<file path="config.mk">
export PLATFORM = sky130hd
export DESIGN_NAME = algo_config_regs
export DESIGN_NICKNAME = d
export VERILOG_FILES = /design/src/design/algo_config_pkg.sv /design/src/design/speed_filt_if.sv /design/src/design/speed_glitch_filter.sv /design/src/design/algo_config_regs.sv
export VERILOG_INCLUDE_DIRS = /design/src /design/src/design
export SDC_FILE = /design/constraint.sdc
export NUM_CORES = 1
export LEC_CHECK = 0
export BUFFER_PORTS_ARGS = -buffer_cell sky130_fd_sc_hd__buf_4
export CAP_MARGIN = 20
export CORE_MARGIN = 1.5
export CORE_UTILIZATION = 55
export CTS_CLUSTER_DIAMETER = 120
export DETAILED_ROUTE_END_ITERATION = 8
export MAX_ROUTING_LAYER = met4
export PLACE_DENSITY = 0.81
export SKIP_LAST_GASP = 1
export SLEW_MARGIN = 20
export SYNTH_ARGS = -nofsm -noshare
export SYNTH_HDL_FRONTEND = slang
export SYNTH_HIERARCHICAL = 1
export SYNTH_SLANG_ARGS = --single-unit
</file>
<file path="constraint.sdc">
create_clock -name clk_i -period 4.4 [get_ports clk_i]
set_clock_uncertainty 0.2 [all_clocks]
set_input_delay 0.88 -clock clk_i [delete_from_list [all_inputs] [get_ports clk_i]]
set_output_delay 0.88 -clock clk_i [all_outputs]
set_load 0.01 [all_outputs]
</file>
<file path="src/design/algo_config_cfg.svh">
// Offsets, field positions, reset values and timing counts of the algorithm configuration bank.
`ifndef ALGO_CONFIG_CFG_SVH
`define ALGO_CONFIG_CFG_SVH

// ****************************************************************
// Register indices; the byte address is four times the index
// ****************************************************************
`define ALGO_ONE_INDEX 10'h0A0
`define ALGO_TWO_INDEX 10'h0A2

// ****************************************************************
// Reset values
// ****************************************************************
`define ALGO_ONE_RESET 32'h00000000
`define ALGO_TWO_RESET 32'h00000000

// ****************************************************************
// Field positions
// ****************************************************************
`define PARITY_BIT 31
`define INTERP_BIT 29
`define FILT_MSB 28
`define FILT_LSB 27

// ****************************************************************
// Timing
// ****************************************************************
`define CLK_PERIOD_NS 10
`define FILT_SHORT_NS 200
`define FILT_MID_NS 500
`define FILT_LONG_NS 1000
`define FILT_SHORT_CYC ((`FILT_SHORT_NS + `CLK_PERIOD_NS - 1) / `CLK_PERIOD_NS)
`define FILT_MID_CYC ((`FILT_MID_NS + `CLK_PERIOD_NS - 1) / `CLK_PERIOD_NS)
`define FILT_LONG_CYC ((`FILT_LONG_NS + `CLK_PERIOD_NS - 1) / `CLK_PERIOD_NS)

`endif

</file>
<file path="src/design/algo_config_pkg.sv">
// Types shared by the algorithm configuration bank and its speed input filter.
package algo_config_pkg;

    typedef logic [31:0] word_t;

    typedef enum logic [1:0] {
        FILT_OFF,
        FILT_SHORT,
        FILT_MID,
        FILT_LONG
    } filt_sel_t;

endpackage

</file>
<file path="src/design/speed_filt_if.sv">
// Carrier between the register bank and the speed input glitch filter.
`timescale 1ns/1ps

interface speed_filt_if;
    logic level;
    algo_config_pkg::filt_sel_t sel;
    logic filtered;

    modport ctrl (
        output level,
        output sel,
        input filtered
    );

    modport filt (
        input level,
        input sel,
        output filtered
    );
endinterface

</file>
<file path="src/design/speed_glitch_filter.sv">
// Glitch filter for the synchronised speed command input.
`timescale 1ns/1ps
`include "algo_config_cfg.svh"

module speed_glitch_filter #(
    parameter int CNT_W = 8
) (
    input wire logic clk_i,
    input wire logic rst_i,
    speed_filt_if.filt port_if
);

    logic [CNT_W-1:0] cnt;
    logic filtered;
    wire logic [CNT_W-1:0] limit;
    wire logic differs;
    wire logic expired;

    function automatic logic [CNT_W-1:0] limit_of(input algo_config_pkg::filt_sel_t sel);
        logic [CNT_W-1:0] v;
        v = CNT_W'(1);
        case (sel)
            algo_config_pkg::FILT_SHORT: v = CNT_W'(`FILT_SHORT_CYC);
            algo_config_pkg::FILT_MID: v = CNT_W'(`FILT_MID_CYC);
            algo_config_pkg::FILT_LONG: v = CNT_W'(`FILT_LONG_CYC);
            default: v = CNT_W'(1);
        endcase
        return v;
    endfunction

    assign limit = limit_of(port_if.sel);
    assign differs = port_if.level != filtered;
    // A count left past the limit by a switch to a shorter time passes at once,
    // instead of running round the counter first.
    assign expired = cnt >= limit - CNT_W'(1);
    assign port_if.filtered = filtered;

    // A new level must stand for the whole selected time before it passes.
    always_ff @(posedge clk_i) begin
        if (rst_i) begin
            cnt <= '0;
            filtered <= 1'b0;
        end else if (port_if.sel == algo_config_pkg::FILT_OFF) begin
            cnt <= '0;
            filtered <= port_if.level;
        end else if (!differs) begin
            cnt <= '0;
        end else if (expired) begin
            cnt <= '0;
            filtered <= port_if.level;
        end else begin
            cnt <= cnt + CNT_W'(1);
        end
    end
endmodule

</file>
<file path="src/design/algo_config_regs.sv">
// Algorithm configuration registers on a classic Wishbone slave with speed input filtering.
`timescale 1ns/1ps
`include "algo_config_cfg.svh"

module algo_config_regs #(
    parameter int ADR_W = 12,
    parameter int CNT_W = 8
) (
    input wire logic clk_i,
    input wire logic rst_i,
    input wire logic wb_cyc_i,
    input wire logic wb_stb_i,
    input wire logic wb_we_i,
    input wire logic [ADR_W-1:0] wb_adr_i,
    input wire logic [3:0] wb_sel_i,
    input wire logic [31:0] wb_dat_i,
    output logic [31:0] wb_dat_o,
    output logic wb_ack_o,
    input wire logic speed_cmd_i,
    output logic speed_cmd_filt_o,
    output logic feedback_angle_interp_enable_o,
    output logic [31:0] algo_config_one_o,
    output logic [31:0] algo_config_two_o
);

    // ****************************************************************
    // Storage and bus state
    // ****************************************************************
    algo_config_pkg::word_t algo_config_one;
    algo_config_pkg::word_t algo_config_two;
    algo_config_pkg::word_t rdat;
    logic ack;

    // ****************************************************************
    // Byte lane merge, shared by both registers
    // ****************************************************************
    function automatic algo_config_pkg::word_t merge(
        input algo_config_pkg::word_t old_w,
        input algo_config_pkg::word_t new_w,
        input logic [3:0] sel
    );
        algo_config_pkg::word_t v;
        v = old_w;
        for (int i = 0; i < 4; i++) begin
            if (sel[i]) begin
                v[i*8 +: 8] = new_w[i*8 +: 8];
            end
        end
        return v;
    endfunction

    // ****************************************************************
    // Address decoding
    // ****************************************************************
    wire logic [ADR_W-3:0] adr_word;
    wire logic hit_one;
    wire logic hit_two;
    wire logic req;
    wire logic wr_one;
    wire logic wr_two;
    wire logic rd_req;
    wire algo_config_pkg::word_t next_one;
    wire algo_config_pkg::word_t next_two;
    wire algo_config_pkg::word_t rd_sel;

    assign adr_word = wb_adr_i[ADR_W-1:2];
    assign hit_one = adr_word == (ADR_W-2)'(`ALGO_ONE_INDEX);
    assign hit_two = adr_word == (ADR_W-2)'(`ALGO_TWO_INDEX);
    // A cycle is taken only while ack is low, so a request released on its ack writes once.
    assign req = wb_cyc_i && wb_stb_i && !ack;
    assign wr_one = req && wb_we_i && hit_one;
    assign wr_two = req && wb_we_i && hit_two;
    assign rd_req = req && !wb_we_i;
    // Every bit of a selected byte lane, parity included, is stored exactly as written.
    assign next_one = merge(algo_config_one, wb_dat_i, wb_sel_i);
    assign next_two = merge(algo_config_two, wb_dat_i, wb_sel_i);
    // Unmapped words read as zero and still answer, so the master never hangs.
    assign rd_sel = hit_one ? algo_config_one : (hit_two ? algo_config_two : '0);

    // ****************************************************************
    // Bus answer
    // ****************************************************************
    always_ff @(posedge clk_i) begin
        if (rst_i) begin
            ack <= 1'b0;
            rdat <= '0;
        end else begin
            ack <= req;
            if (rd_req) begin
                rdat <= rd_sel;
            end
        end
    end

    // ****************************************************************
    // Registers
    // ****************************************************************
    // The reserved bit 30 has no specified reset; it is cleared to keep simulation clean.
    always_ff @(posedge clk_i) begin
        if (rst_i) begin
            algo_config_one <= `ALGO_ONE_RESET;
        end else if (wr_one) begin
            algo_config_one <= next_one;
        end
    end

    always_ff @(posedge clk_i) begin
        if (rst_i) begin
            algo_config_two <= `ALGO_TWO_RESET;
        end else if (wr_two) begin
            algo_config_two <= next_two;
        end
    end

    // ****************************************************************
    // Speed command input synchroniser
    // ****************************************************************
    // Three stages: the first settles metastability, the last two must agree.
    logic sync_a;
    logic sync_b;
    logic sync_c;
    logic level;

    always_ff @(posedge clk_i) begin
        if (rst_i) begin
            sync_a <= 1'b0;
            sync_b <= 1'b0;
            sync_c <= 1'b0;
            level <= 1'b0;
        end else begin
            sync_a <= speed_cmd_i;
            sync_b <= sync_a;
            sync_c <= sync_b;
            if (sync_b == sync_c) begin
                level <= sync_c;
            end
        end
    end

    // ****************************************************************
    // Glitch filter
    // ****************************************************************
    speed_filt_if filt_bus();

    assign filt_bus.level = level;
    assign filt_bus.sel = algo_config_pkg::filt_sel_t'(
        algo_config_one[`FILT_MSB:`FILT_LSB]);

    speed_glitch_filter #(
        .CNT_W(CNT_W)
    ) u_filter (
        .clk_i(clk_i),
        .rst_i(rst_i),
        .port_if(filt_bus.filt)
    );

    // ****************************************************************
    // Outputs
    // ****************************************************************
    assign wb_ack_o = ack;
    assign wb_dat_o = rdat;
    assign speed_cmd_filt_o = filt_bus.filtered;
    assign feedback_angle_interp_enable_o = algo_config_one[`INTERP_BIT];
    assign algo_config_one_o = algo_config_one;
    assign algo_config_two_o = algo_config_two;
endmodule

</file>
==> results of run 1 <==
-- logic make-up (layout without fill, tap and decap cells) --
group           Yosys count  in the layout  synth area share (%)
compound gates           40             40                 7.560
xor+xnor                  7              7                 1.235
fa+ha+maj                11             11                 2.772
buf+inv                  34            173                 3.730
flops                   110            110                 44.35
mux                      97             97                 19.56
other cells               1              1               0.07553
simple gates            144            144                 20.72
-- power by group through the flow --
| stage | sequential, W | clock, W | combinational (W) |
|---|---|---|---|
| floorplan | 0.00102 | 0 | 0.0000618 |
| global placement | 0.00102 | 0 | 0.000111 |
| detailed placement | 0.00102 | 0 | 0.000114 |
| CTS | 0.000997 | 0.000641 | 0.000114 |
| global route | 0.000998 | 0.000674 | 0.000122 |
| finish | 0.000997 | 0.000631 | 0.000113 |
-- metrics by stage --
| step | hold slack [ns] | utilization (%) | setup slack [ns] |
|---|---|---|---|
| final | 0.2449 | 72.02 | 1.622 |
| after global placement | 0.2215 | 69.70 | 1.289 |
| after detailed placement | 0.2220 | 69.70 | 1.232 |
| after global routing | 0.2597 | 72.02 | 1.446 |
| after CTS | 0.2491 | 72.02 | 1.629 |
| after floorplan | 0.2138 | - | 1.976 |
-- flip-flops by register name, indices dropped and copies added (netlist names), 8 cells and up --
signal	count
algo_config_one_o	32
u_filter/cnt	8
algo_config_two_o	32
wb_dat_o	32
-- worst max-delay path by stage --
stage / to / slack, ns / start
after global routing: wb_dat_o[9] / 1.45 / wb_adr_i[5]
after floorplan: algo_config_one_o[0] / 1.98 / wb_adr_i[5]
after CTS: wb_dat_o[23] / 1.63 / wb_adr_i[5]
after global placement: wb_dat_o[9] / 1.29 / wb_adr_i[5]
final: wb_dat_o[9] / 1.62 / wb_adr_i[5]
after detailed placement: wb_dat_o[9] / 1.23 / wb_adr_i[5]
-- layout make-up --
type	count	area [um^2]	share of cell area (%)
multi-input cells	300	2589	41.22
flip-flops and latches	110	2202	35.06
repair buffers	150	1126	17.93
well taps	108	135.1	2.151
clock buffers	10	127.6	2.032
clock inverters	6	75.07	1.195
inverters	7	26.28	0.4183
-- cells in the final DEF, fill, tap and decap left out, types with 5 or more instances in the layout --
cell type and n:
dfxtp_1 110, nor2_1 9, buf_4 150, inv_1 7, o2bb2ai_1 30, ha_1 11
nand2b_1 98, clkbuf_8 9, mux2i_1 97, nand4_4 5
-- metal layers --
| layer | wire (um) | vias to the layer above |
|---|---|---|
| li1 | - | 1820 |
| met2 | 5430 | 94 |
| met5 | 0 | - |
| met4 | 172 | 0 |
| met3 | 573 | 15 |
| met1 | 5124 | 1753 |
==> flow_metrics.env, run 1 <==
export IMPL_timing_critical_path_required_ns=4.48
export IMPL_hold_end="sync_b"
export IMPL_switchingPower_w=0.0004125
export IMPL_dr_pass1_iters=4
export IMPL_synth_cells_most_frequent="dfxtp_1, nand2b_1, mux2i_1"
export IMPL_start_util_pct=56.93
export IMPL_pin_count=153
export IMPL_reg2regPathDepth=8
export IMPL_drive_above_1_share_pct=30.53
export IMPL_num_rows=34
export IMPL_yosys_warnings=6
export IMPL_tritoncts="done"
export IMPL_grt_pass1_wl_um=18250
export IMPL_p_leak_nw=2.850
export IMPL_setup_viol=0
export IMPL_synthTopCellsByArea="dfxtp_1, mux2i_1, nand2b_1"
export IMPL_rsz0062_at_grt="false"
export IMPL_ys_seq_area_share_pct=44.35
export IMPL_clock_latency_ns=0.37
export IMPL_areaGrowthSynthToFinish_pct=26.51
export IMPL_die_w_um=98.01
export IMPL_status="complete, no violations"
export IMPL_drt_total_wl_um=11300
export IMPL_placedCellCount=675
export IMPL_critPathArrivalTime_ns=2.85
export IMPL_nFillCells=678
export IMPL_power_w=0.001741
export IMPL_ir_drop_mv=0.1840
export IMPL_synth_nets=509
export IMPL_drt_iter0_drc=96
export IMPL_startpoint_type="primary input"
export IMPL_use_met3_pct=5.011
export IMPL_relSlewSlack_pct=28.46
export IMPL_synth_cells=444
export IMPL_h_tree_depth=3
export IMPL_swShare_pct=23.69
export IMPL_antenna_cells=0
export IMPL_p_comb_share_pct=6.5
export IMPL_instances_no_fill=691
export IMPL_ys_flop_type="dfxtp_1"
export IMPL_postRouteAntennaNets=0
export IMPL_avgSynthCellArea_um2=11.18
export IMPL_top_usage_layer="met2"
export IMPL_cts_buffers=9
export IMPL_die_h_um=98.01
export IMPL_rrSetupSlack_ns=2.09
export IMPL_path_cells="buf_4 > nor4b_4 > nand4_4 > o2bb2ai_1"
export IMPL_path_clk_slew_ns=0.11
export IMPL_drcViolationCount=0
export IMPL_design_area_um2=6281
export IMPL_yosysUniqueCellTypes=37
export IMPL_vias=3682
export IMPL_holdBufCountCts=0
export IMPL_root_buffer="clkbuf_8"
export IMPL_worst_pin_slew_ns=1.071
export IMPL_power_frac_seq_pct=57.3
export IMPL_grt_max_degree=107
export IMPL_dpl_cell_area_um2=6078
export IMPL_min_period_ns=2.778
export IMPL_p_clk_share_pct=36.2
export IMPL_power_density_nw_per_um2=277.2
export IMPL_synth_seq_cells=110
export IMPL_cp_end_kind="flip-flop"
export IMPL_fmax_mhz=360.0
export IMPL_die_area_um2=9606
export IMPL_place_congestion=0.7722
export IMPL_cap_violations=0
export IMPL_core_area_um2=8721
export IMPL_routed_via_density=5.329
export IMPL_first_global_vias=3704
export IMPL_final_nets=643
export IMPL_grt_usage_pct=24.24
export IMPL_async_flop_share_pct=0
export IMPL_cp_slowest_stage_delay_ns=0.81
export IMPL_synth_edff_count=0
export IMPL_wl_per_cell_um=16.35
export IMPL_synth_top_area_share_pct=44.35
export IMPL_ctsResizeCount=0
export IMPL_r2r_end="u_filter/cnt[6]"
export IMPL_hp_start="sync_a"
export IMPL_grt_overflow_total=0
export IMPL_critPathMaxFanout=32
export IMPL_gr_usage_met2_pct=39.68
export IMPL_cp_num_cells=4
export IMPL_dpl_hpwl_um=7718
export IMPL_slew_viol_final=0
export IMPL_finalSetupTns_ns=0
export IMPL_critPathTopFamily="simple AND/OR/NAND/NOR gates"
export IMPL_hold_viol=0
export IMPL_io_buffers=150
export IMPL_synth_most_common_cell="dfxtp_1"
export IMPL_cpMaxStageDelayCell="nor4b_4"
export IMPL_critical_path_buf_inv_count=1
export IMPL_hold_depth=1
export IMPL_antenna_found_initial=0
export IMPL_cts_buffer_depth=2
export IMPL_r2r_start="algo_config_one_o[27]"
export IMPL_timing_final_crit_share_pct=63.13
export IMPL_syn_area_um2=4965
export IMPL_synth_largest_area_cell="dfxtp_1"
export IMPL_post_cts_buffers=0
export IMPL_use_met1_pct=30.15
export IMPL_critPathKind="in2reg"
export IMPL_p_int_w=0.001329
export IMPL_cts_sinks=110
export IMPL_hold_class="reg2reg"
Power figures use the tool's default switching activity.
==> run 2, diff against run 1 <==
--- a/config.mk
+++ b/config.mk
@@ -9,11 +9,11 @@
 export BUFFER_PORTS_ARGS = -buffer_cell sky130_fd_sc_hd__buf_4
 export CAP_MARGIN = 20
 export CORE_MARGIN = 1.5
-export CORE_UTILIZATION = 55
+export CORE_UTILIZATION = 51
 export CTS_CLUSTER_DIAMETER = 120
 export DETAILED_ROUTE_END_ITERATION = 8
 export MAX_ROUTING_LAYER = met4
-export PLACE_DENSITY = 0.81
+export PLACE_DENSITY = 0.76
 export SKIP_LAST_GASP = 1
 export SLEW_MARGIN = 20
 export SYNTH_ARGS = -nofsm -noshare
==> constraint.sdc (replaced) <==
create_clock -name clk_i -period 2.8 [get_ports clk_i]
set_clock_uncertainty 0.2 [all_clocks]
set_input_delay 0.56 -clock clk_i [delete_from_list [all_inputs] [get_ports clk_i]]
set_output_delay 0.56 -clock clk_i [all_outputs]
set_load 0.01 [all_outputs]
==> flow_metrics.env, run 2 (synthesis results as in run 1) <==
export IMPL_critPathMaxFanout=7
export IMPL_cap_violations=0
export IMPL_drcViolationCount=0
export IMPL_grt_overflow_total=0
export IMPL_ctsResizeCount=0
export IMPL_relSlewSlack_pct=58.45
export IMPL_start_util_pct=53.23
export IMPL_hold_viol=0
export IMPL_drive_above_1_share_pct=31.29
export IMPL_setup_viol=0
export IMPL_vias=3716
export IMPL_power_w=0.002654
export IMPL_fmax_mhz=431.3
export IMPL_antenna_cells=0
export IMPL_ir_drop_mv=0.3576
export IMPL_startpoint_type="flip-flop"
export IMPL_routedLengthMet1_um=5362
export IMPL_die_area_um2=10340
export IMPL_h_tree_depth=3
export IMPL_p_leak_nw=2.872
export IMPL_design_area_um2=6344
export IMPL_io_buffers=150
export IMPL_drt_total_wl_um=11400
export IMPL_hold_class="in2reg"
export IMPL_wl_met2_um=5331
export IMPL_root_buffer="clkbuf_8"
export IMPL_nFillCells=766
export IMPL_dr_pass1_iters=4
export IMPL_worst_pin_slew_ns=0.6220
export IMPL_postRouteAntennaNets=0
export IMPL_holdBufCountCts=0
export IMPL_drt_iter0_drc=151
export IMPL_layout_commonest_cell="buf_4"
export IMPL_grt_usage_pct=22.69
export IMPL_rsz0062_at_grt="false"
export IMPL_cts_buffers=9
export IMPL_met3_length_um=608
export IMPL_slew_viol_final=0
export IMPL_power_density_nw_per_um2=418.3
export IMPL_timing_critical_path_required_ns=2.89
export IMPL_die_w_um=101.7
export IMPL_top_layer_used="met4"
export IMPL_dpl_cell_area_um2=6162
export IMPL_final_nets=649
export IMPL_core_area_um2=9328
export IMPL_pin_count=153
export IMPL_critPathArrivalTime_ns=2.41
export IMPL_post_cts_buffers=0
export IMPL_timing_final_crit_share_pct=82.81
export IMPL_first_global_vias=3617
export IMPL_path_clk_slew_ns=0.10
export IMPL_clock_latency_ns=0.36
export IMPL_areaGrowthSynthToFinish_pct=27.77
export IMPL_routed_via_density=5.183
export IMPL_status="complete, no violations"
export IMPL_grt_max_degree=61
export IMPL_cts_buffer_depth=2
export IMPL_final_cell_mix="buf_4, dfxtp_1, nand2b_1"
export IMPL_num_rows=35
export IMPL_dpl_hpwl_um=8061
export IMPL_cts_sinks=110
export IMPL_place_congestion=0.7995
export IMPL_finalSetupTns_ns=0
export IMPL_cp_end_kind="flip-flop"
export IMPL_grt_pass1_wl_um=17840
export IMPL_die_h_um=101.7
export IMPL_critPathKind="reg2reg"
export IMPL_tritoncts="done"
export IMPL_wl_per_cell_um=15.91
export IMPL_antenna_found_initial=0
export IMPL_min_period_ns=2.319
export IMPL_holdWs_ns=0.2204
run 2: cell types whose count changed in the layout (fill, tap and decap cells not counted), sizes merged:
cell      delta
buf          +6
bufinv       -1
clkinvlp     +1
inv          -1
run 2: worst max-delay path: stages, from the launching register on:
cell and delay, ns:
dfxtp_1 0.45, inv_1 0.12, ha_1 0.22, inv_1 0.06
ha_1 0.22, nand2b_4 0.15, a2111oi_4 0.37, o2111ai_2 0.28
nor2_1 0.20
run 2: per-layer routing:
metal | GRT usage, % | up-vias
met5 | - | -
met4 | 5.983 | 0
met3 | 4.279 | 9
met2 | 36.62 | 104
met1 | 29.21 | 1774
li1 | - | 1829
run 2: cell type report:
class                   count  area [um^2]  share of cell area, %
clock buffers              10        137.6                  2.170
clock inverters             5        43.79                 0.6903
inverters                   7        26.28                 0.4142
multi-input cells         300         2589                  40.81
flip-flops and latches    110         2202                  34.71
well taps                 129        161.4                  2.544
repair buffers            156         1184                  18.66
run 2: report_power, final:
part / switching, W / internal [W]
sequential: 0.00000101 / 0.00157
combinational: 0.0000872 / 0.0000994
clock: 0.000545 / 0.000355
total: 0.000633 / 0.00202
run 2: stage by stage:
stage                     util (%)  cells  setup slack [ns]
after global routing         68.01    717            0.3127
after global placement       66.06    702            0.3893
after floorplan                  -    444            0.6468
final                        68.01    717            0.4812
after CTS                    68.01    717            0.4696
after detailed placement     66.06    702            0.3462
run 2: worst paths after layout:
kind	cells after the start	endpoint	slack (ns)	from
worst max-delay path	8	u_filter/cnt[6]	0.48	algo_config_one_o[27]
worst min-delay path	2	sync_a	0.22	speed_cmd_i
worst max register to register	8	u_filter/cnt[6]	0.48	algo_config_one_o[27]
worst min register to register	1	sync_b	0.26	sync_a
